`config.mk`:
```
export PLATFORM = sky130hd
export DESIGN_NAME = smbi_core
export DESIGN_NICKNAME = d
export VERILOG_FILES = /design/src/smbi_pkg.sv /design/src/smbi_core.sv /design/src/smbi_wait_smp.sv
export SDC_FILE = /design/constraint.sdc
export NUM_CORES = 1
export LEC_CHECK = 0
export BUFFER_PORTS_ARGS = -buffer_cell sky130_fd_sc_hd__buf_2
export CAP_MARGIN = 20
export CORE_ASPECT_RATIO = 2
export CORE_UTILIZATION = 35
export DETAILED_ROUTE_END_ITERATION = 8
export PLACE_DENSITY = 0.6
export SETUP_SLACK_MARGIN = 0.1
export SYNTH_ARGS = -nofsm -noshare
export SYNTH_HDL_FRONTEND = slang
export SYNTH_SLANG_ARGS = --single-unit
```
`constraint.sdc`:
```
create_clock -name i_clk -period 4.7 [get_ports i_clk]
set_input_delay 0.235 -clock i_clk [delete_from_list [all_inputs] [get_ports i_clk]]
set_output_delay 0.235 -clock i_clk [all_outputs]
set_load 0.005 [all_outputs]
```
`src/smbi_pkg.sv`:
```
// Package of types and constants for the static memory bus interface of areas 4 to 6
// Summary of operation
// - Area 4 when address bits 28:26 are 100
// - Area 4 drives select, read, byte writes
// - Area 4 wait field gives 0-10 waits
// - Areas 5, 6 decode 101, 110, shadows ignored
// - Area 5 card: whole area memory, no I/O half
// - Area 6 card: low half memory, high I/O
// - Card mode allows only byte or word width
// - Area 5: select or card A enables, WE1
// - Area 6: select or card B, I/O strobes
// - Areas 5, 6 waits 0-10, card 0-38
// - External wait input may stretch a cycle that has software waits
// - Burst pitch follows waits: 2-12, card 2-40
// - Areas 5, 6 programmable setup and hold
// - No-wait access takes two clock cycles
// - Bus start strobe low exactly one cycle
// - Select negates leaving a gap between accesses
// - Reads full width, non-card writes strobe written bytes
// - Line transfers move 16 bytes without release
// - Nonzero wait field inserts exactly its decoded number of waits
// - Wait input sampled only leaving last wait
// - Late-edge select re-samples an unreliable wait
// - Wait input ignored for DMA and write-back cases
package smbi_pkg;
   localparam logic [2:0] AREA4_CODE = 3'h4; // Address bits 28:26
   localparam logic [2:0] AREA5_CODE = 3'h5;
   localparam logic [2:0] AREA6_CODE = 3'h6;
   localparam int AREA_MSB = 28; // Top decoded bit, bits above are shadows
   localparam int AREA_LSB = 26;
   localparam int CARD_IO_BIT = 25; // Upper 32 Mbytes of a card area
   localparam logic [1:0] WIDTH_BYTE = 2'h1; // Width field codes
   localparam logic [1:0] WIDTH_WORD = 2'h2;
   localparam logic [2:0] LINE_LOG = 3'h4; // 16-byte cache line
   localparam logic [1:0] SIZE_BYTE = 2'h0; // Access size codes
   localparam logic [1:0] SIZE_WORD = 2'h1;
   localparam logic [1:0] SIZE_LONG = 2'h2;
   localparam logic [3:0] CARD_WE_LANES = 4'h2; // Card writes use strobe 1 only
   // Wait field decode, index is {card msb, field}
   localparam logic [5:0] WAIT_TABLE [0:15] = '{
      6'h00, 6'h01, 6'h02, 6'h03, 6'h04, 6'h06, 6'h08, 6'h0A,
      6'h0C, 6'h0E, 6'h12, 6'h16, 6'h1A, 6'h1E, 6'h22, 6'h26};

   typedef enum logic [2:0] {
      ST_IDLE = 3'b000, ST_SETUP = 3'b001, ST_FIRST = 3'b010, ST_WAIT = 3'b011,
      ST_SECOND = 3'b100, ST_HOLD = 3'b101, ST_GAP = 3'b110
   } smbi_state_t;

   typedef enum logic [1:0] {
      AR_NONE = 2'b00, AR_4 = 2'b01, AR_5 = 2'b10, AR_6 = 2'b11
   } smbi_area_t;

   // Requester kinds; all but the processor ignore the wait input
   typedef enum logic [1:0] {
      SRC_CPU = 2'b00, SRC_WRITEBACK = 2'b01, SRC_DMA_DUAL16 = 2'b10, SRC_DMA_SINGLE16 = 2'b11
   } smbi_src_t;

   typedef struct packed {
      logic [31:0] addr; // Physical start address
      logic [127:0] wdata; // Byte i of the line on bits 8i+7:8i
      logic [1:0] size; // Ignored for line transfers
      logic write;
      logic line; // Cache fill or write-back of 16 bytes
      smbi_src_t src;
   } smbi_req_t;

   typedef struct packed {
      logic area4_width_hi;
      logic area4_width_lo;
      logic area5_width_hi;
      logic area5_width_lo;
      logic area6_width_hi;
      logic area6_width_lo;
      logic [2:0] area4_wait_field;
      logic [2:0] area5_wait_field;
      logic [2:0] area6_wait_field;
      logic area5_card_wait_msb;
      logic area6_card_wait_msb;
      logic [2:0] area5_setup_field;
      logic [2:0] area5_hold_field;
      logic [2:0] area6_setup_field;
      logic [2:0] area6_hold_field;
      logic area5_card_mode;
      logic area6_card_mode;
      logic hold_sample_edge_sel;
   } smbi_cfg_t;

   typedef struct packed {
      logic [25:0] addr;
      logic [31:0] wdata;
      logic data_oe_n; // Low while the data pins are driven
      logic area4_select_n;
      logic area5_select_n;
      logic area6_select_n;
      logic card_a_enable_low_n;
      logic card_a_enable_high_n;
      logic card_b_enable_low_n;
      logic card_b_enable_high_n;
      logic read_n;
      logic [3:0] byte_write_strobes_n;
      logic card_io_read_n;
      logic card_io_write_n;
      logic bus_cycle_start_n;
   } smbi_pins_t;

   localparam smbi_pins_t PINS_IDLE = '{addr: 26'h0, wdata: 32'h0, byte_write_strobes_n: 4'hF,
      default: 1'b1};
endpackage

```
`src/smbi_core.sv`:
```
// Static memory bus controller for areas 4 to 6 with card mode
module smbi_core (
   input wire logic i_clk,
   input wire logic i_reset,
   input wire logic i_ce,
   input wire logic i_req_valid,
   input wire smbi_pkg::smbi_req_t i_req,
   input wire smbi_pkg::smbi_cfg_t i_cfg,
   input wire logic [31:0] i_data,
   input wire logic i_wait_n,
   output logic o_ready,
   output logic o_ack,
   output logic o_err,
   output logic [127:0] o_rdata,
   output smbi_pkg::smbi_pins_t o_pins
);
   import smbi_pkg::*;

   smbi_state_t state, next_state; // Bus sequencer
   smbi_area_t area, next_area; // Area of the transfer in flight
   logic card, next_card; // Card mode for this transfer
   logic io_space, next_io_space; // Card I/O half
   logic write, next_write;
   logic line, next_line;
   logic ign, next_ign; // Wait input ignored
   logic err, next_err; // Unmapped address
   logic extending, next_extending; // Wait stretched by the pin
   logic [1:0] wlog, next_wlog; // Device width as log2 bytes
   logic [2:0] alog, next_alog; // Access size as log2 bytes
   logic [5:0] waits, next_waits; // Software waits per beat
   logic [5:0] cnt, next_cnt; // Setup, wait and hold counter
   logic [2:0] hold, next_hold;
   logic [4:0] beats, next_beats; // Beats left, this one included
   logic [31:0] baddr, next_baddr; // Address of the current beat
   logic [127:0] wbuf, next_wbuf;
   logic [127:0] rbuf, next_rbuf;
   logic ready, next_ready;
   logic ack, next_ack;
   smbi_pins_t pins, next_pins;
   logic wait_on; // Wait pin reads asserted
   logic sample_en; // Wait pin honoured for this transfer
   logic [5:0] wrun; // Helper: wait cycles in this beat

   // Byte lanes of one beat
   function automatic logic [3:0] lanes_of(input logic [1:0] wl, input logic [2:0] al,
                                           input logic [1:0] a);
      logic [1:0] ab;
      logic [3:0] base;
      logic [1:0] sh;
      ab = (al < {1'b0, wl}) ? al[1:0] : wl;
      base = (ab == 2'h0) ? 4'h1 : (ab == 2'h1) ? 4'h3 : 4'hF;
      sh = a & ((wl == 2'h0) ? 2'h0 : (wl == 2'h1) ? 2'h1 : 2'h3);
      return 4'(base << sh);
   endfunction

   // Width field to log2 bytes, longword refused in card mode
   function automatic logic [1:0] width_log(input logic hi, input logic lo, input logic cm);
      logic [1:0] w;
      w = ({hi, lo} == WIDTH_BYTE) ? 2'h0 : ({hi, lo} == WIDTH_WORD) ? 2'h1 : 2'h2;
      if (cm && w == 2'h2) begin
         w = 2'h1;
      end
      return w;
   endfunction

   smbi_wait_smp u_wait (
      .i_clk(i_clk),
      .i_reset(i_reset),
      .i_ce(i_ce),
      .i_wait_n(i_wait_n),
      .i_late_sel(i_cfg.hold_sample_edge_sel),
      .i_extending(extending),
      .o_wait_on(wait_on)
   );

   // Pin honoured only with software waits and outside the ignore cases
   assign sample_en = (waits != 6'h0) && !ign;

   // Sequencer and transfer context
   always_comb begin
      logic [3:0] off;
      logic [2:0] al;
      logic [1:0] wl;
      off = 4'h0;
      al = 3'h0;
      wl = 2'h0;
      next_state = state;
      next_area = area;
      next_card = card;
      next_io_space = io_space;
      next_write = write;
      next_line = line;
      next_ign = ign;
      next_err = err;
      next_extending = extending;
      next_wlog = wlog;
      next_alog = alog;
      next_waits = waits;
      next_cnt = cnt;
      next_hold = hold;
      next_beats = beats;
      next_baddr = baddr;
      next_wbuf = wbuf;
      next_rbuf = rbuf;
      case (state)
         ST_IDLE: begin
            if (i_req_valid) begin
               next_write = i_req.write;
               next_line = i_req.line;
               next_wbuf = i_req.wdata;
               next_ign = (i_req.src != SRC_CPU);
               next_baddr = i_req.line ? {i_req.addr[31:4], 4'h0} : i_req.addr;
               next_io_space = i_req.addr[CARD_IO_BIT];
               next_err = 1'b0;
               next_extending = 1'b0;
               next_rbuf = 128'h0;
               next_hold = 3'h0;
               next_card = 1'b0;
               al = i_req.line ? LINE_LOG : {1'b0, i_req.size};
               case (i_req.addr[AREA_MSB:AREA_LSB]) // Bits 31:29 ignored
                  AREA4_CODE: begin
                     next_area = AR_4;
                     wl = width_log(i_cfg.area4_width_hi, i_cfg.area4_width_lo, 1'b0);
                     next_waits = WAIT_TABLE[{1'b0, i_cfg.area4_wait_field}];
                     next_cnt = 6'h0;
                  end
                  AREA5_CODE: begin
                     next_area = AR_5;
                     next_card = i_cfg.area5_card_mode;
                     wl = width_log(i_cfg.area5_width_hi, i_cfg.area5_width_lo,
                                    i_cfg.area5_card_mode);
                     next_waits = WAIT_TABLE[{i_cfg.area5_card_wait_msb & i_cfg.area5_card_mode,
                                              i_cfg.area5_wait_field}];
                     next_cnt = {3'h0, i_cfg.area5_setup_field};
                     next_hold = i_cfg.area5_hold_field;
                  end
                  AREA6_CODE: begin
                     next_area = AR_6;
                     next_card = i_cfg.area6_card_mode;
                     wl = width_log(i_cfg.area6_width_hi, i_cfg.area6_width_lo,
                                    i_cfg.area6_card_mode);
                     next_waits = WAIT_TABLE[{i_cfg.area6_card_wait_msb & i_cfg.area6_card_mode,
                                              i_cfg.area6_wait_field}];
                     next_cnt = {3'h0, i_cfg.area6_setup_field};
                     next_hold = i_cfg.area6_hold_field;
                  end
                  default: begin // Not ours: answer with an error, no pin activity
                     next_area = AR_NONE;
                     next_err = 1'b1;
                     next_cnt = 6'h0;
                  end
               endcase
               next_wlog = wl;
               next_alog = al;
               // Narrow device splits the access; a line always moves 16 bytes
               next_beats = (al > {1'b0, wl}) ? 5'(5'h1 << (al - {1'b0, wl})) : 5'h1;
               if (next_err) begin
                  next_state = ST_GAP;
               end else if (next_cnt != 6'h0) begin
                  next_state = ST_SETUP;
               end else begin
                  next_state = ST_FIRST;
               end
            end
         end
         ST_SETUP: begin // Select ahead of the strobes
            next_cnt = cnt - 6'h1;
            if (cnt == 6'h1) begin
               next_state = ST_FIRST;
            end
         end
         ST_FIRST: begin
            next_extending = 1'b0;
            next_cnt = waits;
            next_state = (waits == 6'h0) ? ST_SECOND : ST_WAIT;
         end
         ST_WAIT: begin
            if (cnt != 6'h1) begin
               next_cnt = cnt - 6'h1;
            end else if (sample_en && wait_on) begin
               next_extending = 1'b1;
            end else begin
               next_state = ST_SECOND;
            end
         end
         ST_SECOND: begin
            // Capture the full device width at the beat's aligned offset
            off = baddr[3:0] & ~4'((4'h1 << wlog) - 4'h1);
            if (!write) begin
               for (int i = 0; i < 4; i++) begin
                  if (i < (1 << wlog)) begin
                     next_rbuf[8 * (4'(off + 4'(i))) +: 8] = i_data[8 * i +: 8];
                  end
               end
            end
            if (beats != 5'h1) begin
               // Next beat follows with no release, pitch two plus waits
               next_beats = beats - 5'h1;
               next_baddr = baddr + 32'(6'h1 << wlog);
               next_state = ST_FIRST;
            end else if (hold != 3'h0) begin
               next_cnt = {3'h0, hold};
               next_state = ST_HOLD;
            end else begin
               next_state = ST_GAP;
            end
         end
         ST_HOLD: begin // Select kept after the strobes
            next_cnt = cnt - 6'h1;
            if (cnt == 6'h1) begin
               next_state = ST_GAP;
            end
         end
         ST_GAP: begin // Select negated before the next access
            next_state = ST_IDLE;
         end
         default: begin
            next_state = ST_IDLE;
         end
      endcase
   end

   // Pins, answer and ready, all from next values so outputs are flops
   always_comb begin
      logic [3:0] off;
      logic strobe;
      off = next_baddr[3:0] & ~4'((4'h1 << next_wlog) - 4'h1);
      strobe = (next_state == ST_FIRST) || (next_state == ST_WAIT) || (next_state == ST_SECOND);
      next_pins = PINS_IDLE;
      next_ready = (next_state == ST_IDLE);
      next_ack = (next_state == ST_GAP) && (state != ST_GAP);
      if (strobe || next_state == ST_SETUP || next_state == ST_HOLD) begin
         next_pins.addr = next_baddr[25:0];
         next_pins.area4_select_n = !(next_area == AR_4);
         next_pins.area5_select_n = !(next_area == AR_5 && !next_card);
         next_pins.area6_select_n = !(next_area == AR_6 && !next_card);
         next_pins.card_a_enable_low_n = !(next_area == AR_5 && next_card);
         next_pins.card_a_enable_high_n = !(next_area == AR_5 && next_card);
         next_pins.card_b_enable_low_n = !(next_area == AR_6 && next_card);
         next_pins.card_b_enable_high_n = !(next_area == AR_6 && next_card);
         if (next_write) begin
            next_pins.data_oe_n = 1'b0;
            next_pins.wdata = 32'(next_wbuf >> {off, 3'h0});
         end
      end
      if (strobe) begin
         next_pins.bus_cycle_start_n = !(next_state == ST_FIRST);
         if (next_area == AR_6 && next_card && next_io_space) begin
            next_pins.card_io_read_n = next_write;
            next_pins.card_io_write_n = !next_write;
         end else if (!next_write) begin
            next_pins.read_n = 1'b0;
         end else if (next_card) begin
            next_pins.byte_write_strobes_n = ~CARD_WE_LANES;
         end else begin
            next_pins.byte_write_strobes_n = ~lanes_of(next_wlog, next_alog,
                                                       next_baddr[1:0]);
         end
      end
   end

   // Registers; low clock enable freezes everything
   always_ff @(posedge i_clk) begin
      if (i_reset) begin
         state <= ST_IDLE;
         area <= AR_NONE;
         card <= 1'b0;
         io_space <= 1'b0;
         write <= 1'b0;
         line <= 1'b0;
         ign <= 1'b0;
         err <= 1'b0;
         extending <= 1'b0;
         wlog <= 2'h0;
         alog <= 3'h0;
         waits <= 6'h0;
         cnt <= 6'h0;
         hold <= 3'h0;
         beats <= 5'h0;
         baddr <= 32'h0;
         wbuf <= 128'h0;
         rbuf <= 128'h0;
         ready <= 1'b0;
         ack <= 1'b0;
         pins <= PINS_IDLE;
      end else if (i_ce) begin
         state <= next_state;
         area <= next_area;
         card <= next_card;
         io_space <= next_io_space;
         write <= next_write;
         line <= next_line;
         ign <= next_ign;
         err <= next_err;
         extending <= next_extending;
         wlog <= next_wlog;
         alog <= next_alog;
         waits <= next_waits;
         cnt <= next_cnt;
         hold <= next_hold;
         beats <= next_beats;
         baddr <= next_baddr;
         wbuf <= next_wbuf;
         rbuf <= next_rbuf;
         ready <= next_ready;
         ack <= next_ack;
         pins <= next_pins;
      end
   end

   assign o_ready = ready;
   assign o_ack = ack;
   assign o_err = err;
   assign o_rdata = rbuf;
   assign o_pins = pins;

   // Helper: wait cycles spent in the current beat
   always_ff @(posedge i_clk) begin
      if (i_reset || state == ST_FIRST) begin
         wrun <= 6'h0;
      end else if (i_ce && state == ST_WAIT) begin
         wrun <= wrun + 6'h1;
      end
   end
endmodule

```
`src/smbi_wait_smp.sv`:
```
// Sampler for the external wait input
module smbi_wait_smp (
   input wire logic i_clk,
   input wire logic i_reset,
   input wire logic i_ce,
   input wire logic i_wait_n,
   input wire logic i_late_sel,
   input wire logic i_extending,
   output logic o_wait_on
);
   import smbi_pkg::*;

   logic prev_on; // Previous sample, kept only while a wait is being stretched
   logic next_prev_on;

   // Previous sample tracking
   always_comb begin
      next_prev_on = i_extending & ~i_wait_n;
   end

   always_ff @(posedge i_clk) begin
      if (i_reset) begin
         prev_on <= 1'b0;
      end else if (i_ce) begin
         prev_on <= next_prev_on;
      end
   end

   // Late edge needs two clean negated samples before release
   always_comb begin
      if (i_late_sel) begin
         o_wait_on = ~i_wait_n | prev_on;
      end else begin
         o_wait_on = ~i_wait_n;
      end
   end
endmodule

```
==> results of run 1 <==
sequential cells by signal, indices dropped and copies added, names as in the netlist, 2 cells and up:
signal / count
cnt: 6
beats: 5
state: 3
alog: 3
wlog: 2
o_rdata: 128
waits: 6
area: 2
wbuf: 128
baddr: 26
hold: 3
o_pins: 72
metal layers:
layer / vias up / routed length (um)
li1: 14600 / -
met1: 14900 / 44800
met2: 1616 / 67700
met3: 500 / 10000
met4: 8 / 14300
met5: - / 46
synth_stat cells (9+ instances only):
master      n  area (um2)
a221oi_1   24         210
buf_1      19        71.3
a32oi_1     9        78.8
a211o_1     9        78.8
xnor2_1     9        78.8
o211ai_1   64         480
nor2_1    342        1280
nor2b_1    18         113
a22oi_1    66         495
a31oi_1    40         250
a311oi_1   12         105
or3_1      11        68.8
and2_1     35         219
mux2i_1   167        1670
o21ai_0   189         946
a211oi_1   47         353
a32o_1     20         200
nand3_1   101         505
nor4_1     10        62.6
a22o_1     38         333
a21oi_1   520        2600
o22ai_1    79         494
buf_2      32         160
and3_1     35         219
clkbuf_1  233         875
nand4_1    22         138
nor3_1     86         430
mux2_2     35         394
dfxtp_1   393        7870
inv_1      31         116
nand2b_1   23         144
buf_4      12        90.1
ha_1       37         463
o221ai_1   14         123
nand2_1   888        3330
or2_2      14        87.6
xor2_1      9        78.8
cell families (layout without fill, tap and decap cells):
group	after synthesis	count (layout)
compound gates	1223	1223
simple gates	1627	1627
flops	393	393
fa+ha+maj	39	39
mux	202	202
xor+xnor	18	18
buf+inv	334	812
other cells	0	13
worst paths after layout:
path                              end  cells past startpoint
max          o_rdata[72]$_SDFFE_PP0P_                     17
min              hold[2]$_SDFFE_PP0P_                      3
max reg2reg  o_rdata[72]$_SDFFE_PP0P_                     17
min reg2reg     wbuf[71]$_SDFFE_PP0P_                      2
through the flow:
step / instance area, um2 / worst slack (ns) / hold WS [ns]
5_1_grt: 32600 / 0.146 / 0.0341
2_1_floorplan: 26500 / 0.173 / 0.371
4_1_cts: 32600 / 0.510 / 0.00544
3_5_place_dp: 29800 / 0.539 / 0.447
3_3_place_gp: 29800 / 0.594 / 0.442
6_report: 32700 / 0.383 / 0.0418
layout make-up:
class	instances	area, um2	area share (%)
Timing Repair Buffer	703	4630	14.2
Tap cell	1008	1260	3.86
Multi-Input combinational cell	3109	17300	53.0
Antenna cell	13	32.5	0.0996
Sequential cell	393	7870	24.1
Clock inverter	11	139	0.425
Inverter	36	135	0.414
Clock buffer	62	1280	3.92
repair_timing:
| action | 4_1_cts | 5_1_grt |
|---|---|---|
| buffers inserted | 0 | 0 |
| hold buffers | 137 | 0 |
| endpoints found under the hold margin | 136 | 0 |
power breakdown:
part,internal [mW],switching (mW),total [mW]
sequential,3.45,0.114,3.56
clock,2.05,1.58,3.63
combinational,0.967,2.07,3.04
total,6.46,3.77,10.2
critical path: stages, from the launching register on:
cell	delay [ns]
dfxtp_1	0.40
inv_1	0.10
nor2_1	0.23
ha_1	0.27
nand2_1	0.11
inv_1	0.07
buf_4	0.19
ha_1	0.26
xnor2_1	0.14
nor3_1	0.14
ha_1	0.41
nor3_1	0.67
nand2_1	0.42
o22ai_1	0.27
a211oi_1	0.09
a211oi_1	0.30
a21oi_1	0.07
nor2_1	0.11
==> results.ini, run 1 <==
[synth]
yosysWarningCount=0
yosys.area_share.simple_pct=26.4
synth_compound_area_share_pct=28.5
synth_edf_count=0
synth_cell_types=87
syn_area_um2=26500
ys_async_sr_fraction_pct=0
synth-xor-area-share_pct=0.596
syn_inst=3836
synthMuxAreaShare_pct=7.81
synth_seq_area_share_pct=29.7
synth-main-ff-cell=dfxtp_1
yosys.area_share.adder_pct=1.90
syn_area_per_cell_um2=6.90
syn_nets=4110
ys_seq_elements=393
synth_top_family_by_area=compound AO/OA/AOI/OAI gates

[clocking]
cts_tree=done
clockRootBuffer=clkbuf_16
cts_sinks=393
h-tree-depth=2
cts.clk_slew.worst_paths_ns=0.07
cts_made_buffers=42
cts_resized=0
clk_latency_ns=0.61
clk_path_buf_depth=3

[timing]
relSlewSlack_pct=34.6
hold_violations=0
period_share_pct=91.8
grt_setup_unrepaired=false
drv_slew=0
finalSetupTns_ns=0
tightest_slew_ns=0.973
max_freq_mhz=232
period_needed_ns=4.32
skew_ns=0.0163
setup_viol=0

[placement]
dp_hpwl_um=101000
port_buffers=436
place_inst=5112
gp_congestion=1.15

[final_layout]
areaGrowthSynthToFinish_pct=23.4
final_layout_size_suffix_gt1_share_pct=16.6
layout.cells.non_filler=5335
mostFrequentLayoutCells=nand2_1 (887), a21oi_1 (520), buf_2 (435)
nFillCells=7919
utilization_pct=43.7
layout_commonest_cell=nand2_1
layout.nets=4559

[grt]
grt_usage_pct=34.6
grt_max_degree=143
antenna_found_initial=15
grt_util_met2_pct=61.2
grt-ovfl-total=0
grtUsageMet1_pct=33.6
grt_pass1_vias=30200
grt_use_met3_pct=6.64
busiest_layer=met2
grt_pass1_wl_um=196000

[critical_path]
startpoint=wlog[0]$_SDFFE_PP0P_
worstPathRequired_ns=5.24
setup.worst_path.start_class=flop
r2r-start=wlog[0]$_SDFFE_PP0P_
arrival_ns=4.86
crit_type=flop to flop
r2r_setup_slack_ns=0.38
path_max_fanout=11
cp-end-kind=flop

[floorplan]
coreArea_um2=74800
fp.dieW_um=196
die-height_um=391
top_level_ports=440
die_area_um2=76800
initial_core_util_pct=35.4
rows=142

[run]
drv_cap=0

[power]
power.leakage_nw=12.8
power.density_nw_per_um2=313
total_power_mw=10.2
peakVddDrop_uv=313

[hold_path]
min-delay-start=i_cfg[11]
hold_path.class=input port to flop

[route]
first_iter_violations=2870
drc_errors=0
routed_via_density=5.93
dr.pass1.iters=6
wl_um=137000
dr_total_vias=31600
ant_nets=0
routedWlPerCell_um=25.7

[run_status]
status=finished, final reports clean

Note: power is estimated with default switching activity, not from simulation.
==> run 2: changes to the inputs <==
Settings changed: CTS_CLUSTER_DIAMETER set to 100, REMOVE_ABC_BUFFERS set to 1.
==> run 2 against run 1 <==
Effect of this change: register-to-register slack better by 0.02 ns; critical endpoint is now o_rdata[43]$_SDFFE_PP0P_; critical path type unchanged; clock power down 2%; sequential power is essentially flat; power down 2.1%; worst setup slack improved by 0.021 ns; cell area rose by 0.34%; largest cell class unchanged; sequential share of layout area fell by 0.082 points; highest routed layer unchanged; via count shrank 1.1%.
==> results.ini, run 2 (synthesized netlist as in run 1, its figures left out) <==
[critical_path]
rr_worst_depth=14
r2r-start=wlog[1]$_SDFFE_PP0P_
startpoint=wlog[1]$_SDFFE_PP0P_
arrival_ns=4.77
worstPathRequired_ns=5.18
cp-end-kind=flop
cp-endpoint=o_rdata[43]$_SDFFE_PP0P_
r2r_setup_slack_ns=0.40
setup.worst_path.start_class=flop
crit_type=flop to flop
timing.rr.end=o_rdata[43]$_SDFFE_PP0P_
path_max_fanout=17

[timing]
period_share_pct=91.4
skew_ns=0.0481
period_needed_ns=4.30
grt_setup_unrepaired=false
drv_slew=0
relSlewSlack_pct=27.4
hold_violations=0
max_freq_mhz=233
setup_viol=0
tightest_slew_ns=1.09

[power]
peakVddDrop_uv=320
power.density_nw_per_um2=306
total_power_mw=10.0
power.leakage_nw=12.9

[clocking]
clockRootBuffer=clkbuf_16
cts_made_buffers=43
post_cts_buffers=0
cts_tree=done
cts.clk_slew.worst_paths_ns=0.06
clk_latency_ns=0.63
h-tree-depth=2
clk_path_buf_depth=3
cts_sinks=393

[route]
routed_via_density=5.85
dr_total_vias=31300
ant_nets=0
wl_um=127000
first_iter_violations=2414
dr.pass1.iters=6
drc_errors=0
routedWlPerCell_um=23.7

[floorplan]
die-height_um=391
die_area_um2=76800
coreArea_um2=74800
initial_core_util_pct=35.4
rows=142
fp.dieW_um=196
top_level_ports=440

[final_layout]
areaGrowthSynthToFinish_pct=23.8
utilization_pct=43.8
layout.nets=4571
final_layout_size_suffix_gt1_share_pct=16.5
mostFrequentLayoutCells=nand2_1 (887), a21oi_1 (520), buf_2 (435)
layout_commonest_cell=nand2_1

[hold_path]
hold-path-cell-count=4
hold_path.class=input port to flop

[run_status]
status=finished, final reports clean

[grt]
grt_usage_pct=32.0
grt-ovfl-total=0
grt_pass1_vias=29900
antenna_found_initial=9
grt_pass1_wl_um=187000
grt_max_degree=170

[placement]
dp_hpwl_um=90500
port_buffers=436
gp_congestion=1.06

[run]
drv_cap=0

[run 2: per-layer routing]
| layer | vias up | GRT usage, % | routed length [um] |
|---|---|---|---|
| met4 | 6 | 23.3 | 9630 |
| met3 | 411 | 6.16 | 10000 |
| met2 | 1420 | 56.0 | 62500 |
| li1 | 14700 | - | - |
| met1 | 14800 | 34.1 | 44800 |
| met5 | - | 0 | 45 |
[run 2: power by group]
| part | total [mW] | internal, mW | switching, mW |
|---|---|---|---|
| Clock | 3.54 | 1.95 | 1.59 |
| Combinational | 2.91 | 0.976 | 1.94 |
| Sequential | 3.56 | 3.45 | 0.107 |
[run 2: how the worst min path moves through the flow]
stage,start,endpoint,slack [ns]
3_3_place_gp,o_pins[20]$_SDFFE_PP0P_,o_pins[20]$_SDFFE_PP0P_,0.43
5_1_grt,i_cfg[24],waits[2]$_SDFFE_PP0P_,0.07
3_5_place_dp,o_pins[40]$_SDFFE_PP0P_,o_pins[40]$_SDFFE_PP0P_,0.44
2_1_floorplan,i_reset,alog[2]$_SDFFE_PP0P_,0.30
6_report,i_cfg[24],waits[2]$_SDFFE_PP0P_,0.05
4_1_cts,i_cfg[24],waits[2]$_SDFFE_PP0P_,0.01
[run 2: critical path: stages, from the launching register on]
cell	delay, ns
dfxtp_1	0.73
nor2_1	0.17
ha_1	0.32
nand2_1	0.12
buf_4	0.20
ha_1	0.34
buf_4	0.22
nand2_1	0.11
nor2_1	0.05
ha_1	0.35
a21boi_0	0.38
nand3_1	0.25
nor2_1	0.55
o22ai_1	0.16
a22o_1	0.21
[run 2: final cells by class]
class	count	area (um2)
Antenna cell	13	32.5
Clock buffer	63	1240
Clock inverter	11	148
Fill cell	7901	42000
Inverter	36	135
Multi-Input combinational cell	3109	17300
Sequential cell	393	7870
Tap cell	1008	1260
Timing Repair Buffer	714	4750
[run 2: repair_timing]
action / CTS / global route
hold buffers: 145 / 0
gates resized for setup: 0 / 0
endpoints found under the hold margin: 144 / 0
[run 2: through the flow]
step | hold WS [ns] | TNS [ns] | area [um2] | instances | setup slack, ns
after floorplan | 0.304 | -1865.77 | 25200 | 3538 | -9.64
after global placement | 0.433 | 0 | 29900 | 5115 | 0.606
after detailed placement | 0.444 | 0 | 29900 | 5115 | 0.546
after CTS | 0.0112 | 0 | 32700 | 5334 | 0.555
after global routing | 0.0719 | 0 | 32700 | 5336 | 0.177
final | 0.0485 | 0 | 32800 | 5347 | 0.405
